$ cat src/inc/lus_consts.vh
`ifndef LUS_CONSTS_VH
`define LUS_CONSTS_VH
// =====================================================================
// register byte offsets
`define LUS_OFF_CTRL     8'h00
`define LUS_OFF_ADSC     8'h04
`define LUS_OFF_STAT     8'h08
`define LUS_OFF_TXD      8'h0C
`define LUS_OFF_RXD      8'h10
`define LUS_OFF_EXT      8'h14
`define LUS_OFF_BAUD     8'h18
// =====================================================================
// serial_control_reg fields
`define LUS_CTL_TXEN     0
`define LUS_CTL_RXEN     1
`define LUS_CTL_CLRERR   2
`define LUS_CTL_ADSEL    3
`define LUS_CTL_MODE_LO  4
`define LUS_CTL_MODE_HI  5
`define LUS_CTL_PRST     6
`define LUS_CTL_MSB      7
`define LUS_CTL_CH7      8
// address/data set and clear strobes
`define LUS_ADSC_SET     0
`define LUS_ADSC_CLR     1
// status fields
`define LUS_ST_TXEMPTY   0
`define LUS_ST_RXFULL    1
`define LUS_ST_FRAMERR   2
`define LUS_ST_BRKDET    3
`define LUS_ST_RXADB     4
`define LUS_ST_TXIE      5
`define LUS_ST_BRKIE     6
`define LUS_ST_IDLE      7
// extended feature fields
`define LUS_EXT_BRKEDGE  0
`define LUS_EXT_RXPROT   1
`define LUS_EXT_STARTOPT 2
`define LUS_EXT_HDRTX    3
`define LUS_EXT_BRKREQ   4
`define LUS_EXT_SLAVE    5
`define LUS_EXT_BLEN_LO  6
`define LUS_EXT_BLEN_HI  7
// =====================================================================
// reset values
`define LUS_BAUD_RST     16'h043C
`define LUS_TDR_RST      8'hFF
`define LUS_RDR_RST      8'h00
// operating modes
`define LUS_MODE_ASYNC   2'h0
`define LUS_MODE_MULTI   2'h1
`define LUS_MODE_SYNC    2'h2
`define LUS_MODE_LIN     2'h3
// timing in bit times, and the sync field value
`define LUS_BRK_RX_BITS  4'hA
`define LUS_BRK_TX_BASE  5'h0D
`define LUS_IDLE_BITS    4'hB
`define LUS_SYNC_BYTE    8'h55
// bus responses
`define LUS_RESP_OK      2'h0
`define LUS_RESP_ERR     2'h2
`endif

$ cat src/lus_pin_sync.v
`timescale 1ns/1ps
// =====================================================================
// pin synchroniser: three flops, level taken when stages two and three agree
module lus_pin_sync (
  input  wire ref_clk,
  input  wire rst,
  input  wire pin_in,
  output reg  level_reg,
  output reg  fall_reg
);
  reg s1_reg;
  reg s2_reg;
  reg s3_reg;

  // idle line is high, so reset to high to avoid a false edge
  always @(posedge ref_clk) begin
    if (rst) begin
      s1_reg    <= 1'b1;
      s2_reg    <= 1'b1;
      s3_reg    <= 1'b1;
      level_reg <= 1'b1;
      fall_reg  <= 1'b0;
    end else begin
      s1_reg   <= pin_in;
      s2_reg   <= s1_reg;
      s3_reg   <= s2_reg;
      fall_reg <= (s2_reg == s3_reg) & level_reg & ~s3_reg;
      if (s2_reg == s3_reg) begin
        level_reg <= s3_reg;
      end
    end
  end
endmodule // lus_pin_sync

$ cat src/lus_top.v
`timescale 1ns/1ps
`include "lus_consts.vh"
module lus_top (
  input  wire        ref_clk,
  input  wire        rst,
  input  wire [7:0]  s_axi_awaddr,
  input  wire        s_axi_awvalid,
  output wire        s_axi_awready,
  input  wire [31:0] s_axi_wdata,
  input  wire [3:0]  s_axi_wstrb,
  input  wire        s_axi_wvalid,
  output wire        s_axi_wready,
  output reg  [1:0]  s_axi_bresp,
  output reg         s_axi_bvalid,
  input  wire        s_axi_bready,
  input  wire [7:0]  s_axi_araddr,
  input  wire        s_axi_arvalid,
  output wire        s_axi_arready,
  output reg  [31:0] s_axi_rdata,
  output reg  [1:0]  s_axi_rresp,
  output reg         s_axi_rvalid,
  input  wire        s_axi_rready,
  input  wire        serial_receive_input,
  output wire        serial_transmit_output,
  output wire        tx_irq,
  output wire        break_irq
);
  localparam T_IDLE = 2'h0, T_BRK = 2'h1, T_DEL = 2'h2, T_SHIFT = 2'h3;
  localparam R_IDLE = 2'h0, R_START = 2'h1, R_DATA = 2'h2, R_STOP = 2'h3;
  localparam H_IDLE = 2'h0, H_SYNC = 2'h1, H_ID = 2'h2;

  // register index for an offset, 7 when unmapped
  function [2:0] reg_sel;
    input [7:0] a;
    begin
      case (a)
        `LUS_OFF_CTRL: reg_sel = 3'h0;
        `LUS_OFF_ADSC: reg_sel = 3'h1;
        `LUS_OFF_STAT: reg_sel = 3'h2;
        `LUS_OFF_TXD:  reg_sel = 3'h3;
        `LUS_OFF_RXD:  reg_sel = 3'h4;
        `LUS_OFF_EXT:  reg_sel = 3'h5;
        `LUS_OFF_BAUD: reg_sel = 3'h6;
        default:       reg_sel = 3'h7;
      endcase
    end
  endfunction

  reg         aw_full_reg, w_full_reg;
  reg  [7:0]  aw_addr_reg;
  reg  [31:0] wdata_reg;
  reg         wstrb0_reg;
  reg         txen_reg, rxen_reg, ad_reg, msb_reg, ch7_reg;
  reg  [1:0]  mode_reg;
  reg         txie_reg, brkie_reg, brkedge_reg, rxprot_reg, startopt_reg;
  reg         hdrtx_reg, slave_reg;
  reg  [1:0]  blen_reg;
  reg  [15:0] baud_reg;
  reg  [1:0]  tx_st_reg, rx_st_reg, hdr_st_reg;
  reg  [15:0] tx_tmr_reg, rx_tmr_reg;
  reg  [4:0]  tx_cnt_reg;
  reg  [3:0]  rx_cnt_reg;
  reg  [7:0]  tdr_reg, tx_byte_reg, rx_sh_reg, rdr_reg;
  reg         tx_ad_reg, txempty_reg, brk_pend_reg, tx_out_reg;
  reg         rx_adb_reg, rxfull_reg, framerr_reg, rxadb_reg;
  reg         brkdet_reg, brk_lock_reg;
  reg  [15:0] brk_pre_reg, idle_pre_reg;
  reg  [3:0]  brk_bits_reg, idle_bits_reg;
  reg         idle_reg;
  reg         tx_bit;
  reg  [31:0] rd_mux;
  wire        rx_lvl, rx_fall;

  lus_pin_sync u_rx_sync (
    .ref_clk   (ref_clk),
    .rst       (rst),
    .pin_in    (serial_receive_input),
    .level_reg (rx_lvl),
    .fall_reg  (rx_fall)
  );

  // =====================================================================
  // bus slave: address and data taken in either order, then one response
  assign s_axi_awready = ~aw_full_reg & ~s_axi_bvalid;
  assign s_axi_wready  = ~w_full_reg & ~s_axi_bvalid;
  assign s_axi_arready = ~s_axi_rvalid;
  wire       wr_go = aw_full_reg & w_full_reg & ~s_axi_bvalid;
  wire       rd_go = s_axi_arvalid & ~s_axi_rvalid;
  wire [2:0] wsel  = reg_sel(aw_addr_reg);
  wire [2:0] rsel  = reg_sel(s_axi_araddr);

  always @(posedge ref_clk) begin
    if (rst) begin
      aw_full_reg  <= 1'b0;
      w_full_reg   <= 1'b0;
      aw_addr_reg  <= 8'h00;
      wdata_reg    <= 32'h00000000;
      wstrb0_reg   <= 1'b0;
      s_axi_bvalid <= 1'b0;
      s_axi_bresp  <= `LUS_RESP_OK;
    end else begin
      if (s_axi_awvalid & s_axi_awready) begin
        aw_full_reg <= 1'b1;
        aw_addr_reg <= s_axi_awaddr;
      end
      if (s_axi_wvalid & s_axi_wready) begin
        w_full_reg <= 1'b1;
        wdata_reg  <= s_axi_wdata;
        wstrb0_reg <= s_axi_wstrb[0];
      end
      if (wr_go) begin
        aw_full_reg  <= 1'b0;
        w_full_reg   <= 1'b0;
        s_axi_bvalid <= 1'b1;
        s_axi_bresp  <= (wsel == 3'h7) ? `LUS_RESP_ERR : `LUS_RESP_OK;
      end else if (s_axi_bvalid & s_axi_bready) begin
        s_axi_bvalid <= 1'b0;
      end
    end
  end

  // write strobes; all registers fit byte lane 0 or are written whole
  wire wr_en   = wr_go & wstrb0_reg;
  wire wr_ctrl = wr_en & (wsel == 3'h0);
  wire wr_adsc = wr_en & (wsel == 3'h1);
  wire wr_stat = wr_en & (wsel == 3'h2);
  wire wr_txd  = wr_en & (wsel == 3'h3);
  wire wr_ext  = wr_en & (wsel == 3'h5);
  wire wr_baud = wr_en & (wsel == 3'h6);
  wire rd_rxd  = rd_go & (rsel == 3'h4);
  wire clr_err = wr_ctrl & wdata_reg[`LUS_CTL_CLRERR];
  wire port_rst = wr_ctrl & wdata_reg[`LUS_CTL_PRST];
  wire mode_chg = wr_ctrl &
                  (wdata_reg[`LUS_CTL_MODE_HI:`LUS_CTL_MODE_LO] != mode_reg);

  // =====================================================================
  // configuration registers
  always @(posedge ref_clk) begin
    if (rst) begin
      txen_reg <= 1'b0;
      rxen_reg <= 1'b0;
      ad_reg <= 1'b0;
      mode_reg <= `LUS_MODE_ASYNC;
      msb_reg <= 1'b0;
      ch7_reg <= 1'b0;
      txie_reg <= 1'b0;
      brkie_reg <= 1'b0;
      {brkedge_reg, rxprot_reg, startopt_reg, hdrtx_reg, slave_reg} <= 5'h00;
      blen_reg <= 2'h0;
      baud_reg <= `LUS_BAUD_RST;
    end else begin
      if (wr_ctrl) begin
        txen_reg <= wdata_reg[`LUS_CTL_TXEN];
        rxen_reg <= wdata_reg[`LUS_CTL_RXEN];
        ad_reg   <= wdata_reg[`LUS_CTL_ADSEL];
        mode_reg <= wdata_reg[`LUS_CTL_MODE_HI:`LUS_CTL_MODE_LO];
        msb_reg  <= wdata_reg[`LUS_CTL_MSB];
        ch7_reg  <= wdata_reg[`LUS_CTL_CH7];
      end
      // set strobe wins over clear strobe
      if (wr_adsc & wdata_reg[`LUS_ADSC_CLR]) ad_reg <= 1'b0;
      if (wr_adsc & wdata_reg[`LUS_ADSC_SET]) ad_reg <= 1'b1;
      if (wr_stat) begin
        txie_reg  <= wdata_reg[`LUS_ST_TXIE];
        brkie_reg <= wdata_reg[`LUS_ST_BRKIE];
      end
      if (wr_ext) begin
        brkedge_reg  <= wdata_reg[`LUS_EXT_BRKEDGE];
        rxprot_reg   <= wdata_reg[`LUS_EXT_RXPROT];
        startopt_reg <= wdata_reg[`LUS_EXT_STARTOPT];
        hdrtx_reg    <= wdata_reg[`LUS_EXT_HDRTX];
        slave_reg    <= wdata_reg[`LUS_EXT_SLAVE];
        blen_reg     <= wdata_reg[`LUS_EXT_BLEN_HI:`LUS_EXT_BLEN_LO];
      end
      if (wr_baud) baud_reg <= wdata_reg[15:0];
    end
  end

  // =====================================================================
  // frame format; LIN mode overrides length, address bit and order
  wire       lin     = (mode_reg == `LUS_MODE_LIN);
  wire [3:0] nd      = (lin | ~ch7_reg) ? 4'h8 : 4'h7;
  wire       has_ad  = (mode_reg == `LUS_MODE_MULTI);
  wire       msb_eff = msb_reg & ~lin;
  wire [4:0] tx_stop = {1'b0, nd} + {4'h0, has_ad} + 5'h01;
  wire [4:0] brk_len = `LUS_BRK_TX_BASE + {3'h0, blen_reg};
  wire [15:0] half   = {1'b0, baud_reg[15:1]};

  // =====================================================================
  // transmitter
  wire tx_run  = txen_reg | (lin & hdrtx_reg);
  wire tx_tick = (tx_tmr_reg == 16'h0000);
  wire [3:0] tx_im = nd - tx_cnt_reg[3:0];
  wire [3:0] tx_il = tx_cnt_reg[3:0] - 4'h1;

  // bit on the wire for the current slot of a data frame
  always @* begin
    tx_bit = 1'b1;
    if (tx_cnt_reg == 5'h00) begin
      tx_bit = 1'b0;
    end else if (tx_cnt_reg <= {1'b0, nd}) begin
      tx_bit = msb_eff ? tx_byte_reg[tx_im[2:0]] : tx_byte_reg[tx_il[2:0]];
    end else if (has_ad & (tx_cnt_reg == {1'b0, nd} + 5'h01)) begin
      tx_bit = tx_ad_reg;
    end
  end

  // pending data is served before a pending break, so an early id goes first
  always @(posedge ref_clk) begin
    if (rst | port_rst) begin
      tx_st_reg <= T_IDLE;
      tx_out_reg <= 1'b1;
      tx_tmr_reg <= 16'h0000;
      tx_cnt_reg <= 5'h00;
      tx_byte_reg <= `LUS_TDR_RST;
      tdr_reg <= `LUS_TDR_RST;
      tx_ad_reg <= 1'b0;
      txempty_reg <= 1'b1;
      brk_pend_reg <= 1'b0;
    end else begin
      if (mode_chg | ~tx_run) begin
        tx_st_reg  <= T_IDLE;
        tx_out_reg <= 1'b1;
      end else begin
        case (tx_st_reg)
          T_IDLE: begin
            tx_out_reg <= 1'b1;
            tx_tmr_reg <= baud_reg;
            tx_cnt_reg <= 5'h00;
            if (~txempty_reg) begin
              tx_st_reg   <= T_SHIFT;
              tx_byte_reg <= tdr_reg;
              tx_ad_reg   <= ad_reg;
              txempty_reg <= 1'b1;
            end else if (brk_pend_reg) begin
              tx_st_reg    <= T_BRK;
              brk_pend_reg <= 1'b0;
            end
          end
          T_BRK: begin
            tx_out_reg <= 1'b0;
            tx_tmr_reg <= tx_tick ? baud_reg : tx_tmr_reg - 16'h0001;
            if (tx_tick) begin
              tx_cnt_reg <= tx_cnt_reg + 5'h01;
              if (tx_cnt_reg == brk_len - 5'h01) begin
                tx_st_reg  <= T_DEL;
                tx_cnt_reg <= 5'h00;
              end
            end
          end
          T_DEL: begin
            tx_out_reg <= 1'b1;
            tx_tmr_reg <= tx_tick ? baud_reg : tx_tmr_reg - 16'h0001;
            if (tx_tick) begin
              tx_st_reg   <= T_SHIFT;
              tx_byte_reg <= `LUS_SYNC_BYTE;
              tx_ad_reg   <= 1'b0;
            end
          end
          T_SHIFT: begin
            tx_out_reg <= tx_bit;
            tx_tmr_reg <= tx_tick ? baud_reg : tx_tmr_reg - 16'h0001;
            if (tx_tick) begin
              tx_cnt_reg <= tx_cnt_reg + 5'h01;
              if (tx_cnt_reg == tx_stop) tx_st_reg <= T_IDLE;
            end
          end
          default: tx_st_reg <= T_IDLE;
        endcase
      end
      // a new write wins over the load of the previous byte
      if (wr_txd) begin
        tdr_reg     <= wdata_reg[7:0];
        txempty_reg <= 1'b0;
      end
      if (wr_ext & wdata_reg[`LUS_EXT_BRKREQ] & lin & hdrtx_reg) begin
        brk_pend_reg <= 1'b1;
      end
    end
  end

  // =====================================================================
  // break detector, background in LIN mode, locked once it fires
  // a falling edge restarts the count and is itself the first low clock
  wire        brk_restart = brkedge_reg ? rx_fall : rx_lvl;
  wire        brk_zero    = ~lin | brk_lock_reg | brk_restart;
  wire [15:0] brk_pre     = brk_zero ? 16'h0000 : brk_pre_reg;
  wire [3:0]  brk_bits    = brk_zero ? 4'h0 : brk_bits_reg;
  wire        brk_wrap    = (brk_pre == baud_reg);
  wire        brk_set     = lin & ~brk_lock_reg & ~rx_lvl & brk_wrap &
                            (brk_bits == `LUS_BRK_RX_BITS - 4'h1);

  always @(posedge ref_clk) begin
    if (rst | port_rst) begin
      brkdet_reg   <= 1'b0;
      brk_lock_reg <= 1'b0;
      brk_pre_reg  <= 16'h0000;
      brk_bits_reg <= 4'h0;
    end else if (lin & ~brk_lock_reg & ~rx_lvl) begin
      brk_pre_reg  <= brk_wrap ? 16'h0000 : brk_pre + 16'h0001;
      brk_bits_reg <= brk_wrap ? brk_bits + 4'h1 : brk_bits;
      if (brk_set) begin
        brkdet_reg   <= 1'b1;
        brk_lock_reg <= 1'b1;
      end
    end else if (brk_zero) begin
      brk_pre_reg  <= 16'h0000;
      brk_bits_reg <= 4'h0;
    end
  end

  // =====================================================================
  // header reception: break, then sync field, then identifier
  wire       rx_tick = (rx_tmr_reg == 16'h0000);
  wire       rx_run  = rxen_reg | (lin & (hdr_st_reg != H_IDLE));
  wire       rx_kill = port_rst | (clr_err & ~rxprot_reg) | ~rx_run |
                       mode_chg | brk_set;
  wire       rx_done = (rx_st_reg == R_STOP) & rx_tick & ~rx_kill;
  wire [7:0] rx_byte = msb_eff ? rx_sh_reg :
                       ((nd == 4'h7) ? {1'b0, rx_sh_reg[7:1]} : rx_sh_reg);

  always @(posedge ref_clk) begin
    if (rst | port_rst | ~lin) begin
      hdr_st_reg <= H_IDLE;
    end else begin
      case (hdr_st_reg)
        H_IDLE:  if (brk_set) hdr_st_reg <= H_SYNC;
        H_SYNC:  if (rx_done) begin
          hdr_st_reg <= (rx_byte == `LUS_SYNC_BYTE) ? H_ID : H_IDLE;
        end
        H_ID:    if (rx_done) hdr_st_reg <= H_IDLE;
        default: hdr_st_reg <= H_IDLE;
      endcase
    end
  end

  // =====================================================================
  // receiver; a reset leaves it waiting for the next falling edge
  always @(posedge ref_clk) begin
    if (rst | rx_kill) begin
      rx_st_reg  <= R_IDLE;
      rx_tmr_reg <= 16'h0000;
      rx_cnt_reg <= 4'h0;
      rx_sh_reg  <= 8'h00;
      rx_adb_reg <= 1'b0;
    end else begin
      rx_tmr_reg <= rx_tick ? baud_reg : rx_tmr_reg - 16'h0001;
      case (rx_st_reg)
        R_IDLE: if (rx_fall) begin
          rx_st_reg  <= R_START;
          rx_tmr_reg <= half;
        end
        R_START: if (rx_tick) begin
          rx_st_reg  <= rx_lvl ? R_IDLE : R_DATA;
          rx_cnt_reg <= 4'h0;
          rx_sh_reg  <= 8'h00;
        end
        R_DATA: if (rx_tick) begin
          rx_cnt_reg <= rx_cnt_reg + 4'h1;
          if (rx_cnt_reg >= nd) rx_adb_reg <= rx_lvl;
          else if (msb_eff) rx_sh_reg <= {rx_sh_reg[6:0], rx_lvl};
          else rx_sh_reg <= {rx_lvl, rx_sh_reg[7:1]};
          if (rx_cnt_reg == nd + {3'h0, has_ad} - 4'h1) rx_st_reg <= R_STOP;
        end
        R_STOP: if (rx_tick) begin
          // low stop runs straight into the next start slot unless startopt_reg is set
          rx_st_reg <= (~rx_lvl & ~startopt_reg) ? R_START : R_IDLE;
        end
        default: rx_st_reg <= R_IDLE;
      endcase
    end
  end

  // receive data and flags; hardware set wins over software clear, for the error flag only with rxprot_reg set
  always @(posedge ref_clk) begin
    if (rst | port_rst) begin
      rdr_reg     <= `LUS_RDR_RST;
      rxfull_reg  <= 1'b0;
      framerr_reg <= 1'b0;
      rxadb_reg   <= 1'b0;
    end else begin
      if (rd_rxd) rxfull_reg <= 1'b0;
      if (clr_err) framerr_reg <= 1'b0;
      if (rx_done) begin
        if (~rx_lvl) framerr_reg <= 1'b1;
        if (hdr_st_reg != H_SYNC) begin
          rdr_reg    <= rx_byte;
          rxfull_reg <= 1'b1;
          rxadb_reg  <= rx_adb_reg;
        end
      end
    end
  end

  // =====================================================================
  // bus idle, unavailable as synchronous slave
  wire idle_off  = (mode_reg == `LUS_MODE_SYNC) & slave_reg;
  wire idle_wrap = (idle_pre_reg == baud_reg);

  always @(posedge ref_clk) begin
    if (rst | idle_off | ~rx_lvl) begin
      idle_reg      <= 1'b0;
      idle_pre_reg  <= 16'h0000;
      idle_bits_reg <= 4'h0;
    end else if (~idle_reg) begin
      idle_pre_reg <= idle_wrap ? 16'h0000 : idle_pre_reg + 16'h0001;
      if (idle_wrap) idle_bits_reg <= idle_bits_reg + 4'h1;
      if (idle_wrap & (idle_bits_reg == `LUS_IDLE_BITS - 4'h1)) idle_reg <= 1'b1;
    end
  end

  // =====================================================================
  // read mux and response; reading receive data frees it
  always @* begin
    rd_mux = 32'h00000000;
    case (rsel)
      3'h0: rd_mux[8:0] = {ch7_reg, msb_reg, 1'b0, mode_reg, ad_reg, 1'b0,
                           rxen_reg | (hdr_st_reg == H_ID), txen_reg};
      3'h2: rd_mux[7:0] = {idle_reg, brkie_reg, txie_reg, rxadb_reg,
                           brkdet_reg, framerr_reg, rxfull_reg, txempty_reg};
      3'h4: rd_mux[7:0] = rdr_reg;
      3'h5: rd_mux[7:0] = {blen_reg, slave_reg, 1'b0, hdrtx_reg, startopt_reg,
                           rxprot_reg, brkedge_reg};
      3'h6: rd_mux[15:0] = baud_reg;
      default: rd_mux = 32'h00000000;
    endcase
  end

  always @(posedge ref_clk) begin
    if (rst) begin
      s_axi_rvalid <= 1'b0;
      s_axi_rdata  <= 32'h00000000;
      s_axi_rresp  <= `LUS_RESP_OK;
    end else if (rd_go) begin
      s_axi_rvalid <= 1'b1;
      s_axi_rdata  <= rd_mux;
      s_axi_rresp  <= (rsel == 3'h7) ? `LUS_RESP_ERR : `LUS_RESP_OK;
    end else if (s_axi_rvalid & s_axi_rready) begin
      s_axi_rvalid <= 1'b0;
    end
  end

  // =====================================================================
  // outputs; interrupt requests are levels built from flag flops
  assign serial_transmit_output = tx_out_reg;
  assign tx_irq    = txie_reg & txempty_reg;
  assign break_irq = brkie_reg & brkdet_reg;
endmodule // lus_top

$ cat config.mk
export PLATFORM = sky130hd
export DESIGN_NAME = lus_top
export DESIGN_NICKNAME = d
export VERILOG_FILES = /design/src/lus_pin_sync.v /design/src/lus_top.v
export VERILOG_INCLUDE_DIRS = /design/src /design/src/inc
export SDC_FILE = /design/constraint.sdc
export NUM_CORES = 1
export LEC_CHECK = 0
export ABC_AREA = 0
export ABC_CLOCK_PERIOD_IN_PS = 3450
export BUFFER_PORTS_ARGS = -buffer_cell sky130_fd_sc_hd__buf_2
export CAP_MARGIN = 0
export CORE_MARGIN = 2
export CORE_UTILIZATION = 54
export CTS_BUF_LIST = sky130_fd_sc_hd__clkbuf_8
export CTS_CLUSTER_DIAMETER = 30
export DETAILED_ROUTE_END_ITERATION = 16
export GPL_ROUTABILITY_DRIVEN = 1
export PLACE_DENSITY_LB_ADDON = 0.05
export SKIP_LAST_GASP = 1
export SLEW_MARGIN = 20
export SYNTH_ARGS = -nofsm -noshare
export SYNTH_HDL_FRONTEND = slang
export SYNTH_HIERARCHICAL = 1
export SYNTH_SLANG_ARGS = --single-unit
export TNS_END_PERCENT = 30
$ cat constraint.sdc
create_clock -name ref_clk -period 3.45 [get_ports ref_clk]
set_clock_uncertainty 0.15 [all_clocks]
set_input_delay 0.69 -clock ref_clk [delete_from_list [all_inputs] [get_ports ref_clk]]
set_output_delay 0.69 -clock ref_clk [all_outputs]
set_load 0.01 [all_outputs]
==> run_results.csv, run 1 <==
group,metric,value,unit
run_status,status,"finished clean",
worst_hold_path,hold_class,"in2reg",
synthesis,synth-async-reset-ratio,0,%
cts,clock_sinks,213,
synthesis,ys_warn_count,6,
synthesis,ys.flop_type,"dfxtp_1",
synthesis,synthesis.area,11300,sq um
cells_and_area,fillers,1826,
global_route,grt.overflow.total,0,
critical_path,worst_ep_arrival_time,3330,ps
cts,cts_tree,"done",
sta,hold_viol,0,
power_and_ir_drop,p_leak,5.01,nW
cts,cts_made_buffers,51,
synthesis,synth_edf_count,0,
worst_hold_path,holdCritStartpoint,"s_axi_rready",
cts,cts_hold_buf,0,
sta,worst_hold_slack,174,ps
cells_and_area,nNetsFinal,1548,
floorplan,die_w,148,microns
cells_and_area,multiInputGateArea,6500,sq um
global_route,grt_max_degree,46,
detailed_routing,num_vias,9932,
global_route,antenna_found_initial,1,
critical_path,rr_startpoint,"rx_tmr_reg[7]",
detailed_routing,postRouteAntennaNets,0,
critical_path,reg2regPathDepth,8,
placement,hpwlAfterDp,20700,microns
cells_and_area,drive_above_1_share,16.2,%
synthesis,ys_seq_area_share,37.9,%
cts,cts_max_level,2,
floorplan,die_area,22000,sq um
critical_path,startpoint,"rx_tmr_reg[7]",
critical_path,cp_max_fo,6,
global_route,grt_use_total,27.3,%
floorplan,start_util,55.3,%
detailed_routing,drc,0,
power_and_ir_drop,ir_worst_vdd,423,uV
detailed_routing,firstDrtPassIters,5,
critical_path,cp-endpoint,"rdr_reg[3]",
cts,clock_path_buffers,3,
global_route,grt_pass1_wl,48800,microns
placement,gp_congestion,0.884,
cells_and_area,register_area,4260,sq um
floorplan,fp.coreArea,20400,sq um
critical_path,worstPathRequired,3790,ps
sta,fmax,335,MHz
cts,clk_latency,570,ps
synthesis,syn_inst,1383,
cts,clk_pin_slew,50,ps
detailed_routing,drt-total-wl,29900,microns
synthesis,ys_types,74,
detailed_routing,routedWlPerCell,16.9,microns
cts,root_buffer,"clkbuf_8",
detailed_routing,via_per_inst,5.62,
floorplan,ios,104,
sta,fin_setup_tns,0,ps
run,drv_cap,0,
critical_path,reg2reg_slack,460,ps
global_route,grt_pass1_vias,9487,
detailed_routing,drt_iter0_drc,648,
sta,drv_slew,0,
synthesis,ys_seq_elements,213,
sta,slew_headroom,28.7,%
critical_path,timing.rr.end,"rdr_reg[3]",
synthesis,postSynthAreaPerCell,8.14,sq um
power_and_ir_drop,powerDensity,466,nW/um^2
cells_and_area,syn_to_final_growth,15.8,%
sta,worstMarginPinSlew,1060,ps
placement,port_buffers,66,
sta,min_period,2990,ps
sta,timing.final.crit_share,86.6,%
critical_path,cp-end-kind,"flip-flop",
floorplan,rows,52,
floorplan,die_h,148,microns
sta,rsz0062_at_grt,"false",
critical_path,cp-start-kind,"flip-flop",
sta,setup_viol,0,
critical_path,crit_type,"reg2reg",
[layout make-up]
type | instances | share of cell area [%]
clock inverters | 34 | 2.78
well taps | 270 | 2.59
flip-flops and latches | 213 | 32.7
repair buffers | 110 | 5.22
diodes | 1 | 0.0192
clock buffers | 58 | 6.13
multi-input cells | 1060 | 49.9
inverters | 21 | 0.605
[logic make-up (layout without fill, tap and decap cells)]
logic type | after synthesis | count (layout) | share of synthesized area [%]
other | 1 | 19 | 0.0333
DFF | 213 | 213 | 37.9
and+or+nand+nor | 604 | 604 | 25.6
muxes | 58 | 58 | 5.97
adders and majority gates | 31 | 31 | 3.51
buffers and inverters | 127 | 223 | 5.13
AOI/OAI and AO/OA | 264 | 264 | 15.3
xor gates and xnor gates | 85 | 85 | 6.62
[routing by layer]
layer  track usage (%)  vias up  routed length (microns)
li1                  -     4947                        -
met1              36.6     4638                    13600
met2              43.7      278                    13600
met3              5.67       69                     1770
met4              10.4        0                      951
met5                 0        -                        0
[how the worst min path moves through the flow]
stage | end | slack, ps | cells past startpoint
floorplan | u_rx_sync/s2_reg | 240 | 1
finish | s_axi_rvalid | 170 | 2
global placement | u_rx_sync/s2_reg | 240 | 1
global route | s_axi_rvalid | 170 | 2
detailed placement | u_rx_sync/s2_reg | 250 | 1
CTS | s_axi_rvalid | 160 | 2
[placed cells by master (no fill, tap or decap), types with 24 or more instances in the layout]
master / n
mux2i_1: 42
dfxtp_1: 213
nand4_1: 24
nor3_1: 28
nor2_1: 192
xnor2_1: 56
xor2_1: 29
o21ai_0: 35
inv_1: 29
ha_1: 30
buf_4: 43
nand2_1: 209
a21oi_1: 104
clkbuf_8: 58
buf_2: 66
[critical path: stages, from the launching register on]
cell	delay (ps)
dfxtp_1	340
or4_4	580
nor4_1	290
nand4_1	210
a21oi_1	160
nand4_1	210
nor3_2	520
buf_4	260
mux2i_1	190
[per-stage QoR]
step                setup slack (ps)  utilization (%)  power [mW]  std cells  area [sq um]
floorplan                        508                -        2.72       1400         11300
global placement                 233             58.1        2.79       1673         11800
detailed placement               194             58.2        2.79       1674         11900
CTS                              164             63.9        6.12       1766         13000
global route                     225             64.0        6.29       1767         13000
finish                           463             64.0        6.08       1767         13000
[what timing repair did]
action	in CTS	in global routing
endpoints found under the setup margin	0	5
buffers inserted	0	0
gates resized for setup	0	1
[cells in the mapped netlist (4+ instances only)]
| library cell | n | area share (%) |
|---|---|---|
| nor2b_1 | 16 | 0.89 |
| and2_1 | 13 | 0.72 |
| a211oi_1 | 19 | 1.3 |
| xor2_1 | 29 | 2.3 |
| a211o_1 | 8 | 0.62 |
| buf_2 | 5 | 0.22 |
| or3_1 | 6 | 0.33 |
| nor4_1 | 16 | 0.89 |
| nor3b_1 | 6 | 0.40 |
| and3_1 | 7 | 0.39 |
| o22ai_1 | 5 | 0.28 |
| a31oi_1 | 12 | 0.67 |
| nand4_1 | 24 | 1.3 |
| or2_2 | 7 | 0.39 |
| a222oi_1 | 6 | 0.53 |
| nand4b_1 | 4 | 0.31 |
| mux2_2 | 9 | 0.90 |
| a221o_1 | 4 | 0.36 |
| nand2_1 | 209 | 7.0 |
| clkbuf_1 | 75 | 2.5 |
| dfxtp_1 | 213 | 38 |
| o32ai_2 | 5 | 0.72 |
| a21oi_1 | 106 | 4.7 |
| mux2i_1 | 42 | 3.7 |
| inv_1 | 21 | 0.70 |
| a311oi_1 | 4 | 0.31 |
| buf_4 | 21 | 1.4 |
| o21bai_1 | 4 | 0.27 |
| nand2b_1 | 9 | 0.50 |
| ha_1 | 30 | 3.3 |
| o21ai_0 | 35 | 1.6 |
| a21o_1 | 7 | 0.47 |
| nand3b_1 | 13 | 0.87 |
| o21a_1 | 8 | 0.53 |
| nand3_1 | 22 | 0.98 |
| nor3_1 | 29 | 1.3 |
| nor4bb_1 | 11 | 0.98 |
| nor2_1 | 192 | 6.4 |
| xnor2_1 | 56 | 4.4 |
| a22oi_1 | 15 | 1.0 |
| mux4_2 | 6 | 1.2 |
[power breakdown]
part	switching, mW	total [mW]	internal, mW
Combinational	0.134	0.210	0.0756
Clock	1.26	3.34	2.08
Sequential	0.0368	2.53	2.49
No activity file was read; power rests on OpenSTA's default activity.
==> run 2, diff against run 1 <==
- CORE_ASPECT_RATIO: unset -> 0.8
==> run_results.csv, run 2 (synthesized netlist as in run 1, its figures left out) <==
group,metric,value,unit
cts,cts_made_buffers,45,
cts,clock_sinks,213,
detailed_routing,drt-total-wl,31000,microns
cells_and_area,fin_cells,1755,
placement,placed_cell_area,11800,sq um
floorplan,rows,47,
cts,cts_tree,"done",
sta,setup_viol,0,
global_route,grt_pass1_vias,9220,
cts,cts_max_level,2,
floorplan,ios,104,
global_route,grt_max_degree,54,
sta,worst_hold_slack,153,ps
critical_path,path_cells,"or4_4 > nor4_1 > nand4_1 > a21oi_1 > nand4_1 > nor3_2 > buf_4 > mux2i_1",
detailed_routing,drc,0,
cells_and_area,finish.utilization,62.5,%
cells_and_area,drive_above_1_share,15.7,%
placement,place_ws,216,ps
floorplan,die_h,133,microns
critical_path,worst_ep_arrival_time,3380,ps
critical_path,worstPathRequired,3770,ps
placement,gp_congestion,0.867,
sta,hold_viol,0,
critical_path,reg2regPathDepth,8,
cells_and_area,stdcell_area,12900,sq um
sta,slew_headroom,30.4,%
cts,clock_path_buffers,3,
global_route,groute.layer.met2.usage,40.9,%
power_and_ir_drop,ir_worst_vdd,465,uV
detailed_routing,via_per_inst,5.72,
sta,fmax,327,MHz
floorplan,die_area,22000,sq um
cts,cts_hold_buf,0,
global_route,use_met1,43.4,%
cells_and_area,syn_to_final_growth,14.3,%
worst_hold_path,hold_class,"in2reg",
global_route,met3_usage,5.54,%
floorplan,fp.coreArea,20600,sq um
critical_path,slowest_delay,570,ps
sta,timing.final.crit_share,88.5,%
cells_and_area,final_common_cell,"dfxtp_1",
run_status,status,"finished clean",
placement,port_buffers,66,
power_and_ir_drop,p_leak,4.92,nW
cts,clk_latency,570,ps
sta,rsz0062_at_grt,"false",
critical_path,cp-end-kind,"flip-flop",
sta,drv_slew,0,
floorplan,start_util,54.7,%
worst_hold_path,worst_hold_path.num_cells,2,
cells_and_area,nNetsFinal,1540,
power_and_ir_drop,totalPowerFinal,5.76,mW
cts,root_buffer,"clkbuf_8",
detailed_routing,firstDrtPassIters,5,
global_route,grt_pass1_wl,49500,microns
power_and_ir_drop,powerDensity,448,nW/um^2
run,drv_cap,0,
sta,worstMarginPinSlew,1040,ps
detailed_routing,postRouteAntennaNets,0,
detailed_routing,routedWlPerCell,17.7,microns
detailed_routing,num_vias,10040,
placement,place_inst,1671,
cts,clk_pin_slew,60,ps
sta,min_period,3050,ps
critical_path,cp-start-kind,"flip-flop",
detailed_routing,drt_iter0_drc,862,
placement,hpwlAfterDp,21300,microns
cells_and_area,final_cell_mix,"213 x dfxtp_1, 209 x nand2_1, 192 x nor2_1, 104 x a21oi_1, 66 x buf_2",
global_route,grt.overflow.total,0,
global_route,antenna_found_initial,0,
critical_path,cp_slowest_cell,"or4_4",
sta,setup_ws,396,ps
critical_path,reg2reg_slack,400,ps
critical_path,crit_type,"reg2reg",
sta,fin_setup_tns,0,ps
global_route,grt_use_total,28.5,%
critical_path,cpMostUsedCell,"nand4_1",
floorplan,die_w,165,microns
global_route,busiest_layer,"met1",
critical_path,cp_max_fo,7,
-- run 2: cell types whose count changed in the layout (fill, tap and decap cells not counted), sizes merged --
cell | before | now
bufinv | 7 | 6
clkbuf | 58 | 48
inv | 29 | 28
clkinv | 13 | 16
buf | 110 | 108
-- run 2: worst max-delay path, delay by kind of cell, from the launching register on --
| family | cells | cell delay [ps] |
|---|---|---|
| multiplexers | 1 | 200 |
| AO/OA/AOI/OAI | 1 | 210 |
| buffers and inverters | 1 | 260 |
| flip-flops | 1 | 340 |
| AND/OR/NAND/NOR | 5 | 1820 |
-- run 2: where the power goes --
part | switching [mW] | leakage [nW] | internal, mW | total [mW]
Combinational | 0.134 | 2.67 | 0.0723 | 0.206
Sequential | 0.0347 | 1.72 | 2.49 | 2.53
Clock | 1.25 | 0.530 | 1.78 | 3.02
-- run 2: worst paths after layout --
check	from	end
hold reg to reg	u_rx_sync/s1_reg	u_rx_sync/s2_reg
setup / recovery	rx_tmr_reg[7]	rdr_reg[4]
hold / removal	serial_receive_input	u_rx_sync/s1_reg
setup reg to reg	rx_tmr_reg[7]	rdr_reg[4]
-- run 2: layer usage --
metal | up-vias | part of all wire [%]
met4 | 0 | 2.0
li1 | 4938 | -
met3 | 58 | 7.6
met5 | - | 0
met1 | 4683 | 49
met2 | 361 | 41
-- run 2: layout make-up --
cell class | count | area (sq um)
sequential | 213 | 4260
clock buffer | 48 | 661
timing repair buffer | 108 | 658
inverter | 21 | 78.8
antenna | 1 | 2.50
clock inverter | 35 | 357
multi-input combinational | 1060 | 6500
tap | 269 | 337
fill | 1884 | 7720
-- run 2: what timing repair did --
item | CTS | global route
resized for setup | 0 | 1
setup endpoints to repair | 0 | 5
buffers inserted | 0 | 0
